--- config.mk ---
export PLATFORM = sky130hd
export DESIGN_NAME = hsiec_cmd
export DESIGN_NICKNAME = d
export VERILOG_FILES = /design/src/hdl/hsiec_pkg.sv /design/src/hdl/hsiec_cmd.sv /design/src/hdl/hsiec_idmem.sv
export SDC_FILE = /design/constraint.sdc
export NUM_CORES = 1
export LEC_CHECK = 0
export BUFFER_PORTS_ARGS = -buffer_cell sky130_fd_sc_hd__buf_4
export CORE_MARGIN = 4
export CORE_UTILIZATION = 50
export DETAILED_ROUTE_END_ITERATION = 7
export PLACE_DENSITY_LB_ADDON = 0.1
export SYNTH_ARGS = -nofsm -noshare
export SYNTH_HDL_FRONTEND = slang
export SYNTH_SLANG_ARGS = --single-unit
--- constraint.sdc ---
create_clock -name clk -period 4.21 [get_ports clk]
set_input_delay 0.2105 -clock clk [delete_from_list [all_inputs] [get_ports clk]]
set_output_delay 0.2105 -clock clk [all_outputs]
set_load 0.02 [all_outputs]
--- src/hdl/hsiec_pkg.sv ---
package hsiec_pkg;

  // command codes seen on the microcontroller command port
  localparam logic [7:0] CMD_STAT_BASE = 8'he0; // embedded function 1
  localparam logic [7:0] CMD_STAT_LAST = 8'he2; // embedded function 3
  localparam logic [7:0] CMD_SET_IDENT = 8'hfb; // vendor/product id write
  localparam logic [7:0] CMD_PART_ID = 8'hfd; // part identification read
  localparam logic [7:0] CMD_LAST_ERR = 8'hff; // last error read

  // number of embedded functions
  localparam int unsigned NUM_FUNC = 3;

  // embedded_function_status field positions
  localparam int unsigned ST_ATTACH = 0; // attach state, r/w
  localparam int unsigned ST_ATTACH_CHG = 1; // attach_state_changed, r
  localparam int unsigned ST_SLEEP = 2; // sleep state, r/w
  localparam int unsigned ST_SLEEP_CHG = 3; // sleep_state_changed, r
  localparam int unsigned ST_FUNC_RST = 4; // function_reset_pending, r

  // part_identification layout and byte counts
  localparam int unsigned PART_ID_BYTES = 2;
  localparam int unsigned IDENT_BYTES = 4;
  localparam logic [3:0] ID_PAD = 4'h0; // upper nibble of second byte

  // last_transfer_error layout
  localparam int unsigned LE_FAILED = 4; // last_packet_failed position
  localparam logic [2:0] LE_RSVD = 3'h0; // bits 7..5

  // failure_reason encodings
  localparam logic [3:0] ERR_NONE = 4'h0;
  localparam logic [3:0] ERR_PID_ENC = 4'h1;
  localparam logic [3:0] ERR_PID_UNK = 4'h2;
  localparam logic [3:0] ERR_UNEXP_PKT = 4'h3;
  localparam logic [3:0] ERR_TOKEN_CRC = 4'h4;
  localparam logic [3:0] ERR_DATA_CRC = 4'h5;
  localparam logic [3:0] ERR_TIMEOUT = 4'h6;
  localparam logic [3:0] ERR_BABBLE = 4'h7;
  localparam logic [3:0] ERR_UNEXP_EOP = 4'h8;
  localparam logic [3:0] ERR_NAK = 4'h9;
  localparam logic [3:0] ERR_STALL = 4'ha;
  localparam logic [3:0] ERR_OVERFLOW = 4'hb;
  localparam logic [3:0] ERR_ISO_EMPTY = 4'hc;
  localparam logic [3:0] ERR_BITSTUFF = 4'hd;
  localparam logic [3:0] ERR_SYNC = 4'he;
  localparam logic [3:0] ERR_TOGGLE = 4'hf;

  // reset values (all flags clear, ports detached)
  localparam logic [7:0] RST_BYTE = 8'h00;
  localparam logic [3:0] RST_NIBBLE = 4'h0;

  // identity values; arbitrary, not those of any real part
  localparam logic [3:0] PART_DIGIT_DEF = 4'h3; // arbitrary value
  localparam logic [7:0] SILICON_REL_DEF = 8'h2a; // arbitrary value
  localparam logic [7:0] VID_LO_DEF = 8'h5a; // arbitrary value
  localparam logic [7:0] VID_HI_DEF = 8'ha5; // arbitrary value
  localparam logic [7:0] PID_LO_DEF = 8'h3c; // arbitrary value
  localparam logic [7:0] PID_HI_DEF = 8'hc3; // arbitrary value

endpackage

--- src/hdl/hsiec_cmd.sv ---
`timescale 1ns/1ns
// Operation
// - hub reset request sets function_reset_pending
// - reading set reset flag clears, enables, reports done
// - sleep change sets sleep_state_changed; read clears
// - sleep flag reads one while port suspended
// - writing zero while suspended triggers remote wake
// - attach change sets attach_state_changed; read clears
// - attach bit write connects/disconnects; read shows state
// - codes e0..e2 access functions one to three
// - status writes ignore read-only bits
// - status read clears both change flags and reset
// - sleep change or reset flag raises interrupt
// - code fd returns 12-bit id, low byte first
// - id holds part digit and silicon release
// - code fb writes vid lo/hi, pid lo/hi
// - code ff returns failed flag and code
// - failed flag refreshed on every packet
// - codes 0..2: none, pid encoding, pid unknown
// - codes 3..8: unexpected, crc, timeout, babble, eop
// - code 9 nak, code a stall
// - codes b..e: overflow, iso empty, stuffing, sync
// - code f toggle error, packet data discarded
module hsiec_cmd (
  input wire logic clk,
  input wire logic rstn,
  input wire logic ce,
  // microcontroller command port
  input wire logic cmd_stb,
  input wire logic [7:0] cmd_code,
  input wire logic wr_stb,
  input wire logic [7:0] wr_data,
  input wire logic rd_stb,
  output logic [7:0] rd_data_q,
  // hub controller / sie side, per embedded function
  input wire logic [2:0] func_reset_req,
  input wire logic [2:0] func_sleep,
  output logic [2:0] attach_q,
  output logic [2:0] wake_q,
  output logic [2:0] port_enable_q,
  output logic [2:0] reset_done_q,
  output logic [2:0] int_sleep_q,
  output logic [2:0] int_reset_q,
  output logic irq_q,
  // packet result from the sie
  input wire logic pkt_done,
  input wire logic [15:1] pkt_err_flags,
  output logic discard_q,
  // descriptor side read of vendor/product identity
  input wire logic [1:0] desc_addr,
  output logic [7:0] desc_data_q
);

  // lowest set condition wins; shared by the code and discard paths
  function automatic logic [3:0] err_encode(input logic [15:1] f);
    logic [3:0] c;
    c = hsiec_pkg::ERR_NONE;
    for (int k = 15; k >= 1; k--)
    begin
      if (f[k])
      begin
        c = 4'(k);
      end
    end
    return c;
  endfunction

  // true when a code addresses embedded function n
  function automatic logic stat_sel(input logic [7:0] c, input int n);
    return c == (hsiec_pkg::CMD_STAT_BASE + 8'(n));
  endfunction

  logic [7:0] cmd_q; // command in progress
  logic [2:0] idx_q; // data byte index within the command
  logic [2:0] idx_d; // saturating next index
  logic data_stb; // any data byte strobe
  logic last_failed_q; // last_packet_failed
  logic [3:0] reason_q; // failure_reason of latest error
  logic [3:0] new_code; // encoded result of this packet
  logic ident_wr; // byte write into identity store
  logic [7:0] rd_mux; // byte for the current read
  logic [7:0] id_byte; // part id byte for current index
  logic [7:0] err_byte; // last error byte
  logic [7:0] stat_byte [3]; // status byte per function
  logic [2:0] rd_hit; // status read per function
  logic [2:0] wr_hit; // status write per function
  logic [2:0] slpchg; // sleep_state_changed per function
  logic [2:0] rstpend; // function_reset_pending per function
  logic [2:0] attach; // attach flags gathered
  logic [2:0] wake; // wake pulses gathered
  logic [2:0] enab; // enable pulses gathered
  logic [2:0] done; // done pulses gathered

  assign data_stb = rd_stb | wr_stb;
  assign idx_d = (idx_q == 3'h4) ? idx_q : idx_q + 3'h1;

  // command latch; a new code restarts the byte count
  always_ff @(posedge clk or negedge rstn)
  begin
    if (!rstn)
    begin
      cmd_q <= hsiec_pkg::RST_BYTE;
      idx_q <= 3'h0;
    end
    else if (ce)
    begin
      if (cmd_stb)
      begin
        cmd_q <= cmd_code;
        idx_q <= 3'h0;
      end
      else if (data_stb)
      begin
        idx_q <= idx_d;
      end
    end
  end

  // per-function status logic
  genvar gi;
  generate
    for (gi = 0; gi < hsiec_pkg::NUM_FUNC; gi++)
    begin : g_func
      logic sleep_q; // sampled suspend state
      logic slpchg_q;
      logic attach_r;
      logic attchg_q;
      logic rst_q;
      logic wake_r;
      logic enab_r;
      logic done_r;
      logic sleep_flip; // suspend state differs from last sample
      logic attach_flip; // write changes the attach state
      logic wake_now; // zero written while suspended

      assign rd_hit[gi] = rd_stb && stat_sel(cmd_q, gi);
      assign wr_hit[gi] = wr_stb && stat_sel(cmd_q, gi);
      assign sleep_flip = func_sleep[gi] != sleep_q;
      assign attach_flip = wr_hit[gi]
        && (wr_data[hsiec_pkg::ST_ATTACH] != attach_r);
      // only bit 0 and a zero on bit 2 matter
      assign wake_now = wr_hit[gi] && sleep_q
        && !wr_data[hsiec_pkg::ST_SLEEP];

      // flags: a set arriving with the clearing read wins
      always_ff @(posedge clk or negedge rstn)
      begin
        if (!rstn)
        begin
          sleep_q <= 1'b0;
          slpchg_q <= 1'b0;
          attach_r <= 1'b0;
          attchg_q <= 1'b0;
          rst_q <= 1'b0;
        end
        else if (ce)
        begin
          sleep_q <= func_sleep[gi];
          if (sleep_flip)
            slpchg_q <= 1'b1;
          else if (rd_hit[gi])
            slpchg_q <= 1'b0;
          if (wr_hit[gi])
            attach_r <= wr_data[hsiec_pkg::ST_ATTACH];
          if (attach_flip)
            attchg_q <= 1'b1;
          else if (rd_hit[gi])
            attchg_q <= 1'b0;
          if (func_reset_req[gi])
            rst_q <= 1'b1;
          else if (rd_hit[gi])
            rst_q <= 1'b0;
        end
      end

      // one-cycle pulses toward the hub controller
      always_ff @(posedge clk or negedge rstn)
      begin
        if (!rstn)
        begin
          wake_r <= 1'b0;
          enab_r <= 1'b0;
          done_r <= 1'b0;
        end
        else if (ce)
        begin
          wake_r <= wake_now;
          enab_r <= rd_hit[gi] && rst_q;
          done_r <= rd_hit[gi] && rst_q;
        end
      end

      assign stat_byte[gi] = {3'h0, rst_q, slpchg_q, sleep_q,
        attchg_q, attach_r};
      assign slpchg[gi] = slpchg_q;
      assign rstpend[gi] = rst_q;
      assign attach[gi] = attach_r;
      assign wake[gi] = wake_r;
      assign enab[gi] = enab_r;
      assign done[gi] = done_r;
    end
  endgenerate

  assign attach_q = attach;
  assign wake_q = wake;
  assign port_enable_q = enab;
  assign reset_done_q = done;
  assign int_sleep_q = slpchg;
  assign int_reset_q = rstpend;

  // interrupt level follows the pending flags, one cycle behind
  always_ff @(posedge clk or negedge rstn)
  begin
    if (!rstn)
      irq_q <= 1'b0;
    else if (ce)
      irq_q <= |(slpchg | rstpend);
  end

  // packet result; a code is only kept when the packet failed
  assign new_code = err_encode(pkt_err_flags);

  always_ff @(posedge clk or negedge rstn)
  begin
    if (!rstn)
    begin
      last_failed_q <= 1'b0;
      reason_q <= hsiec_pkg::RST_NIBBLE;
      discard_q <= 1'b0;
    end
    else if (ce)
    begin
      if (pkt_done)
        last_failed_q <= new_code != hsiec_pkg::ERR_NONE;
      if (pkt_done && new_code != hsiec_pkg::ERR_NONE)
        reason_q <= new_code;
      discard_q <= pkt_done
        && new_code == hsiec_pkg::ERR_TOGGLE;
    end
  end

  // identity store; bytes beyond the fourth are dropped
  assign ident_wr = wr_stb && cmd_q == hsiec_pkg::CMD_SET_IDENT
    && idx_q < 3'(hsiec_pkg::IDENT_BYTES);

  hsiec_idmem u_idmem (
    .clk(clk),
    .rstn(rstn),
    .ce(ce),
    .wr_en(ident_wr),
    .wr_addr(idx_q[1:0]),
    .wr_data(wr_data),
    .rd_addr(desc_addr),
    .rd_data_q(desc_data_q)
  );

  // read byte selection
  assign id_byte = (idx_q == 3'h0) ? hsiec_pkg::SILICON_REL_DEF
    : (idx_q == 3'h1) ? {hsiec_pkg::ID_PAD, hsiec_pkg::PART_DIGIT_DEF}
    : hsiec_pkg::RST_BYTE;
  assign err_byte = {hsiec_pkg::LE_RSVD, last_failed_q,
    reason_q};

  always_comb
  begin
    rd_mux = hsiec_pkg::RST_BYTE;
    // status is one byte; further reads return zero
    if (idx_q == 3'h0)
    begin
      for (int n = 0; n < hsiec_pkg::NUM_FUNC; n++)
      begin
        if (stat_sel(cmd_q, n))
          rd_mux = stat_byte[n];
      end
      if (cmd_q == hsiec_pkg::CMD_LAST_ERR)
        rd_mux = err_byte;
    end
    if (cmd_q == hsiec_pkg::CMD_PART_ID)
      rd_mux = id_byte;
  end

  // read data register, updated on each read strobe
  always_ff @(posedge clk or negedge rstn)
  begin
    if (!rstn)
      rd_data_q <= hsiec_pkg::RST_BYTE;
    else if (ce && rd_stb)
      rd_data_q <= rd_mux;
  end

endmodule // hsiec_cmd

--- src/hdl/hsiec_idmem.sv ---
`timescale 1ns/1ns
// four-byte vendor/product identity store, registered read port
module hsiec_idmem (
  input wire logic clk,
  input wire logic rstn,
  input wire logic ce,
  input wire logic wr_en,
  input wire logic [1:0] wr_addr,
  input wire logic [7:0] wr_data,
  input wire logic [1:0] rd_addr,
  output logic [7:0] rd_data_q
);

  logic [7:0] mem_q [4]; // vid lo, vid hi, pid lo, pid hi

  // storage; reset restores the built-in identity
  always_ff @(posedge clk or negedge rstn)
  begin
    if (!rstn)
    begin
      mem_q[0] <= hsiec_pkg::VID_LO_DEF;
      mem_q[1] <= hsiec_pkg::VID_HI_DEF;
      mem_q[2] <= hsiec_pkg::PID_LO_DEF;
      mem_q[3] <= hsiec_pkg::PID_HI_DEF;
    end
    else if (ce && wr_en)
    begin
      mem_q[wr_addr] <= wr_data;
    end
  end

  // read data registered so the descriptor side sees a flop
  always_ff @(posedge clk or negedge rstn)
  begin
    if (!rstn)
    begin
      rd_data_q <= hsiec_pkg::RST_BYTE;
    end
    else if (ce)
    begin
      rd_data_q <= mem_q[rd_addr];
    end
  end

endmodule // hsiec_idmem

==> results.md <==
- RSZ-0062 raised after global routing: no
- FF-to-FF path depth: 4
- FF+latch count, synth: 85
- Worst Tran Pin Value: slightly above 800 ps
- Starting Density: 0.512
- Area Overhead vs Synth: 18.8%
- Register area share after synthesis: 0.513
- Max-slew violations: 0
- Max Cap Viol: 0
- Pwr per Cell Area: 354 mW/mm2
- Async SR Flop Fraction: 1.00
- Total wire length: 8.75 mm
- Postcts setup bufs: 0
- Worst Path Required: roughly 4400 ps
- DR vias/cell: 5.47
- HP Class: in -> reg
- Wirelength per Cell: about 17 um
- RR Endpoint: u_idmem.mem_q[19]
- Post-synth EDFFs: 0
- Hold Path Origin: cmd_stb
- Setup CP Type: reg -> reg
- Diode count: 0
- I/O pin count: 82
- Met3 usage: 0.0386
- First-pass GRT wire length: 14.7 mm
- Outcome: completed
- CTS max path bufs: 2
- WP data arrival: approximately 2400 ps
- Remaining DRCs: 0
- Ys Warns: 0
- Clock Latency Late Sink: 360 ps
- Share of layout cells above drive strength 1: 0.430
- Worst slew margin: 0.447
- Sink Count: 85
- Hold Crit Depth: 2
- Chip height: 99.5 um
- Number of port buffers: 79
- Post-DP HPWL: about 6.6 mm
- Minimum clock period: 2120 ps
- Core area: 0.00818 mm2
- Crit start category: flip-flop
- Routed Antenna Nets: 0
- Overall routing resource usage: 0.189
- CTS buffer count: 9
- Final Non-Filler Cells: 521
- Hold worst-path end: idx_q[2]
- Iter 0 DRT Violations: 63
- Via count: 2,850
- First-pass DRT Iterations: 4
- Peak VDD IR: 0.166 mV
- DIE AREA: about 0.01 mm2
- Synthesized cell area: 0.00418 mm2
- Grt ovf: 0
- Vias in the first global route: 2,887
- Final period util: 0.502
- Clock transition at the registers of the reported paths: about 80 ps
- Leak: 2.33 nW
- Critical Path Slowest Stage Cell: dfrtp_1
- Cell chain of the critical path: nand3_1, nor4_2, nand2_1, mux2_2
- Max stage delay on crit path: 680 ps
- Synth Flop Type: dfrtp_1
- FMAX: ~470 MHz
- Fill cells: 722
- Critical R2R Launch: cmd_q[1]
- Cells after DPL: 504
- Nets: 461
- Most used routing layer: met2
- Setup_tns: 0 ps
- H-Tree Depth: 3
- Final Hold Fails: 0
- R2r setup slk: 2090 ps
- Initial antenna violation count: 0
- Die W: 99.5 um
- Nature of the critical path endpoint: flip-flop
- CP max FO: 15
- Synth cell types: 52
- Pin count of the biggest net entering global routing: 54
- TritonCTS clock tree: done
- Root buf cell: clkbuf_8
- Rows: 33
- Global Route met1 Usage: 0.254
- Final RePlAce weighted congestion: 0.789
- Clock skew: roughly 12 ps
- Post-synthesis area per instance: 12.1 um2
- Global Route met2 Usage: 0.304
- Hold_ws: approximately 64 ps
- Finish-stage setup viols: 0
- Gate Count Post-Synth: 347
[cells in the mapped netlist, drive strengths merged, types with 2 or more instances]
| library cell | count | area share |
|---|---|---|
| a21o | 2 | 0.0036 |
| a21oi | 7 | 0.0084 |
| a22o | 9 | 0.019 |
| a22oi | 3 | 0.0054 |
| a32o | 2 | 0.0048 |
| buf | 24 | 0.040 |
| clkbuf | 5 | 0.0045 |
| dfrtp | 69 | 0.41 |
| dfstp | 16 | 0.10 |
| ha | 4 | 0.012 |
| inv | 17 | 0.015 |
| mux2 | 54 | 0.15 |
| mux2i | 5 | 0.012 |
| mux4 | 8 | 0.043 |
| nand2 | 22 | 0.020 |
| nand2b | 6 | 0.0090 |
| nand3 | 11 | 0.013 |
| nand4 | 2 | 0.0030 |
| nor2 | 14 | 0.013 |
| nor2b | 4 | 0.0060 |
| nor3 | 6 | 0.0072 |
| nor4 | 6 | 0.010 |
| o21a | 2 | 0.0036 |
| o21ai | 12 | 0.014 |
| o22ai | 5 | 0.0075 |
| o31a | 2 | 0.0042 |
| o31ai | 4 | 0.0072 |
| or2 | 2 | 0.0030 |
| or3 | 2 | 0.0042 |
| xnor2 | 2 | 0.0042 |
| xor2 | 5 | 0.010 |
[where the power goes]
group          switching (mW)  internal [mW]  leakage, nW
logic                   0.109          0.104         1.16
registers              0.0453          0.856         1.05
clock network           0.290          0.353        0.114
[state kept, by name, summed over array words and instances, names as in the netlist, 3 cells and up]
signal	cells
g_func.done_r	3
g_func.rst_q	3
g_func.sleep_q	3
g_func.slpchg_q	3
reason_q	4
rd_data_q	6
u_idmem.rd_data_q	8
g_func.wake_r	3
cmd_q	8
g_func.attach_r	3
g_func.attchg_q	3
idx_q	3
u_idmem.mem_q	32
[stage by stage]
| step | cell area [um2] | setup slack [ps] | utilization | power [mW] |
|---|---|---|---|---|
| after detailed placement | 4730 | 2070 | 0.579 | 1.13 |
| after CTS | 4970 | 2050 | 0.608 | 1.78 |
| after global routing | 4970 | 1890 | 0.608 | 1.85 |
| final | 4970 | 2090 | 0.608 | 1.76 |
| after floorplan | 4190 | 2410 | - | 1.03 |
| after global placement | 4730 | 2130 | 0.579 | 1.13 |
[layer usage]
metal | routed length [um] | share of wire
met2 | 4240 | 0.48
met3 | 460 | 0.053
met5 | 0 | 0
met1 | 3920 | 0.45
met4 | 136 | 0.016
[final cells by class]
class / instances / area [um2] / area share
flip-flops and latches: 85 / 2150 / 0.432
repair buffers: 81 / 611 / 0.123
well taps: 105 / 131 / 0.0264
clock inverters: 5 / 82.6 / 0.0166
clock buffers: 11 / 141 / 0.0285
multi-input cells: 217 / 1790 / 0.360
inverters: 17 / 63.8 / 0.0128
[worst max-delay path: cells and delay by family (launching register included)]
family        cells  cell delay [ps]
simple gates      3              930
flops             1              680
mux               1              370
[cells in the final DEF, fill, tap and decap left out, types with 7 or more instances in the layout]
cell      synthesis  final
buf_4            20     80
nand2_1          22     22
a21oi_1           7      7
mux2_2           52     52
dfrtp_1          69     69
o21ai_0          12     12
nand3_1          11     11
inv_1            17     17
nor2_1           14     14
a22o_1            9      9
dfstp_2          16     16
clkbuf_8          0     10
mux4_2            8      8
[worst max path at each step]
stage	from	end
floorplan	cmd_q[2]	g_func[0].attach_r
global placement	cmd_q[1]	u_idmem.mem_q[9]
detailed placement	cmd_q[1]	u_idmem.mem_q[19]
CTS	cmd_q[1]	u_idmem.mem_q[19]
global route	cmd_q[0]	rd_data_q[3]
finish	cmd_q[1]	u_idmem.mem_q[19]
[cells by family after synthesis]
logic type	after synthesis	synth area share
XOR/XNOR	7	0.0147
flip-flops	85	0.513
buffers and inverters	46	0.0595
multiplexers	67	0.201
AO/OA/AOI/OAI	56	0.0942
adder cells (fa/ha/maj)	4	0.0120
other	1	0.000897
AND/OR/NAND/NOR	81	0.104
[repair_timing]
| action | 4_1_cts | 5_1_grt |
|---|---|---|
| endpoints found under the setup margin | 0 | 0 |
| endpoints found under the hold margin | 45 | 0 |
| gates resized for setup | 0 | 0 |
| hold buffers | 1 | 0 |
(Power assumes the default switching activity.)
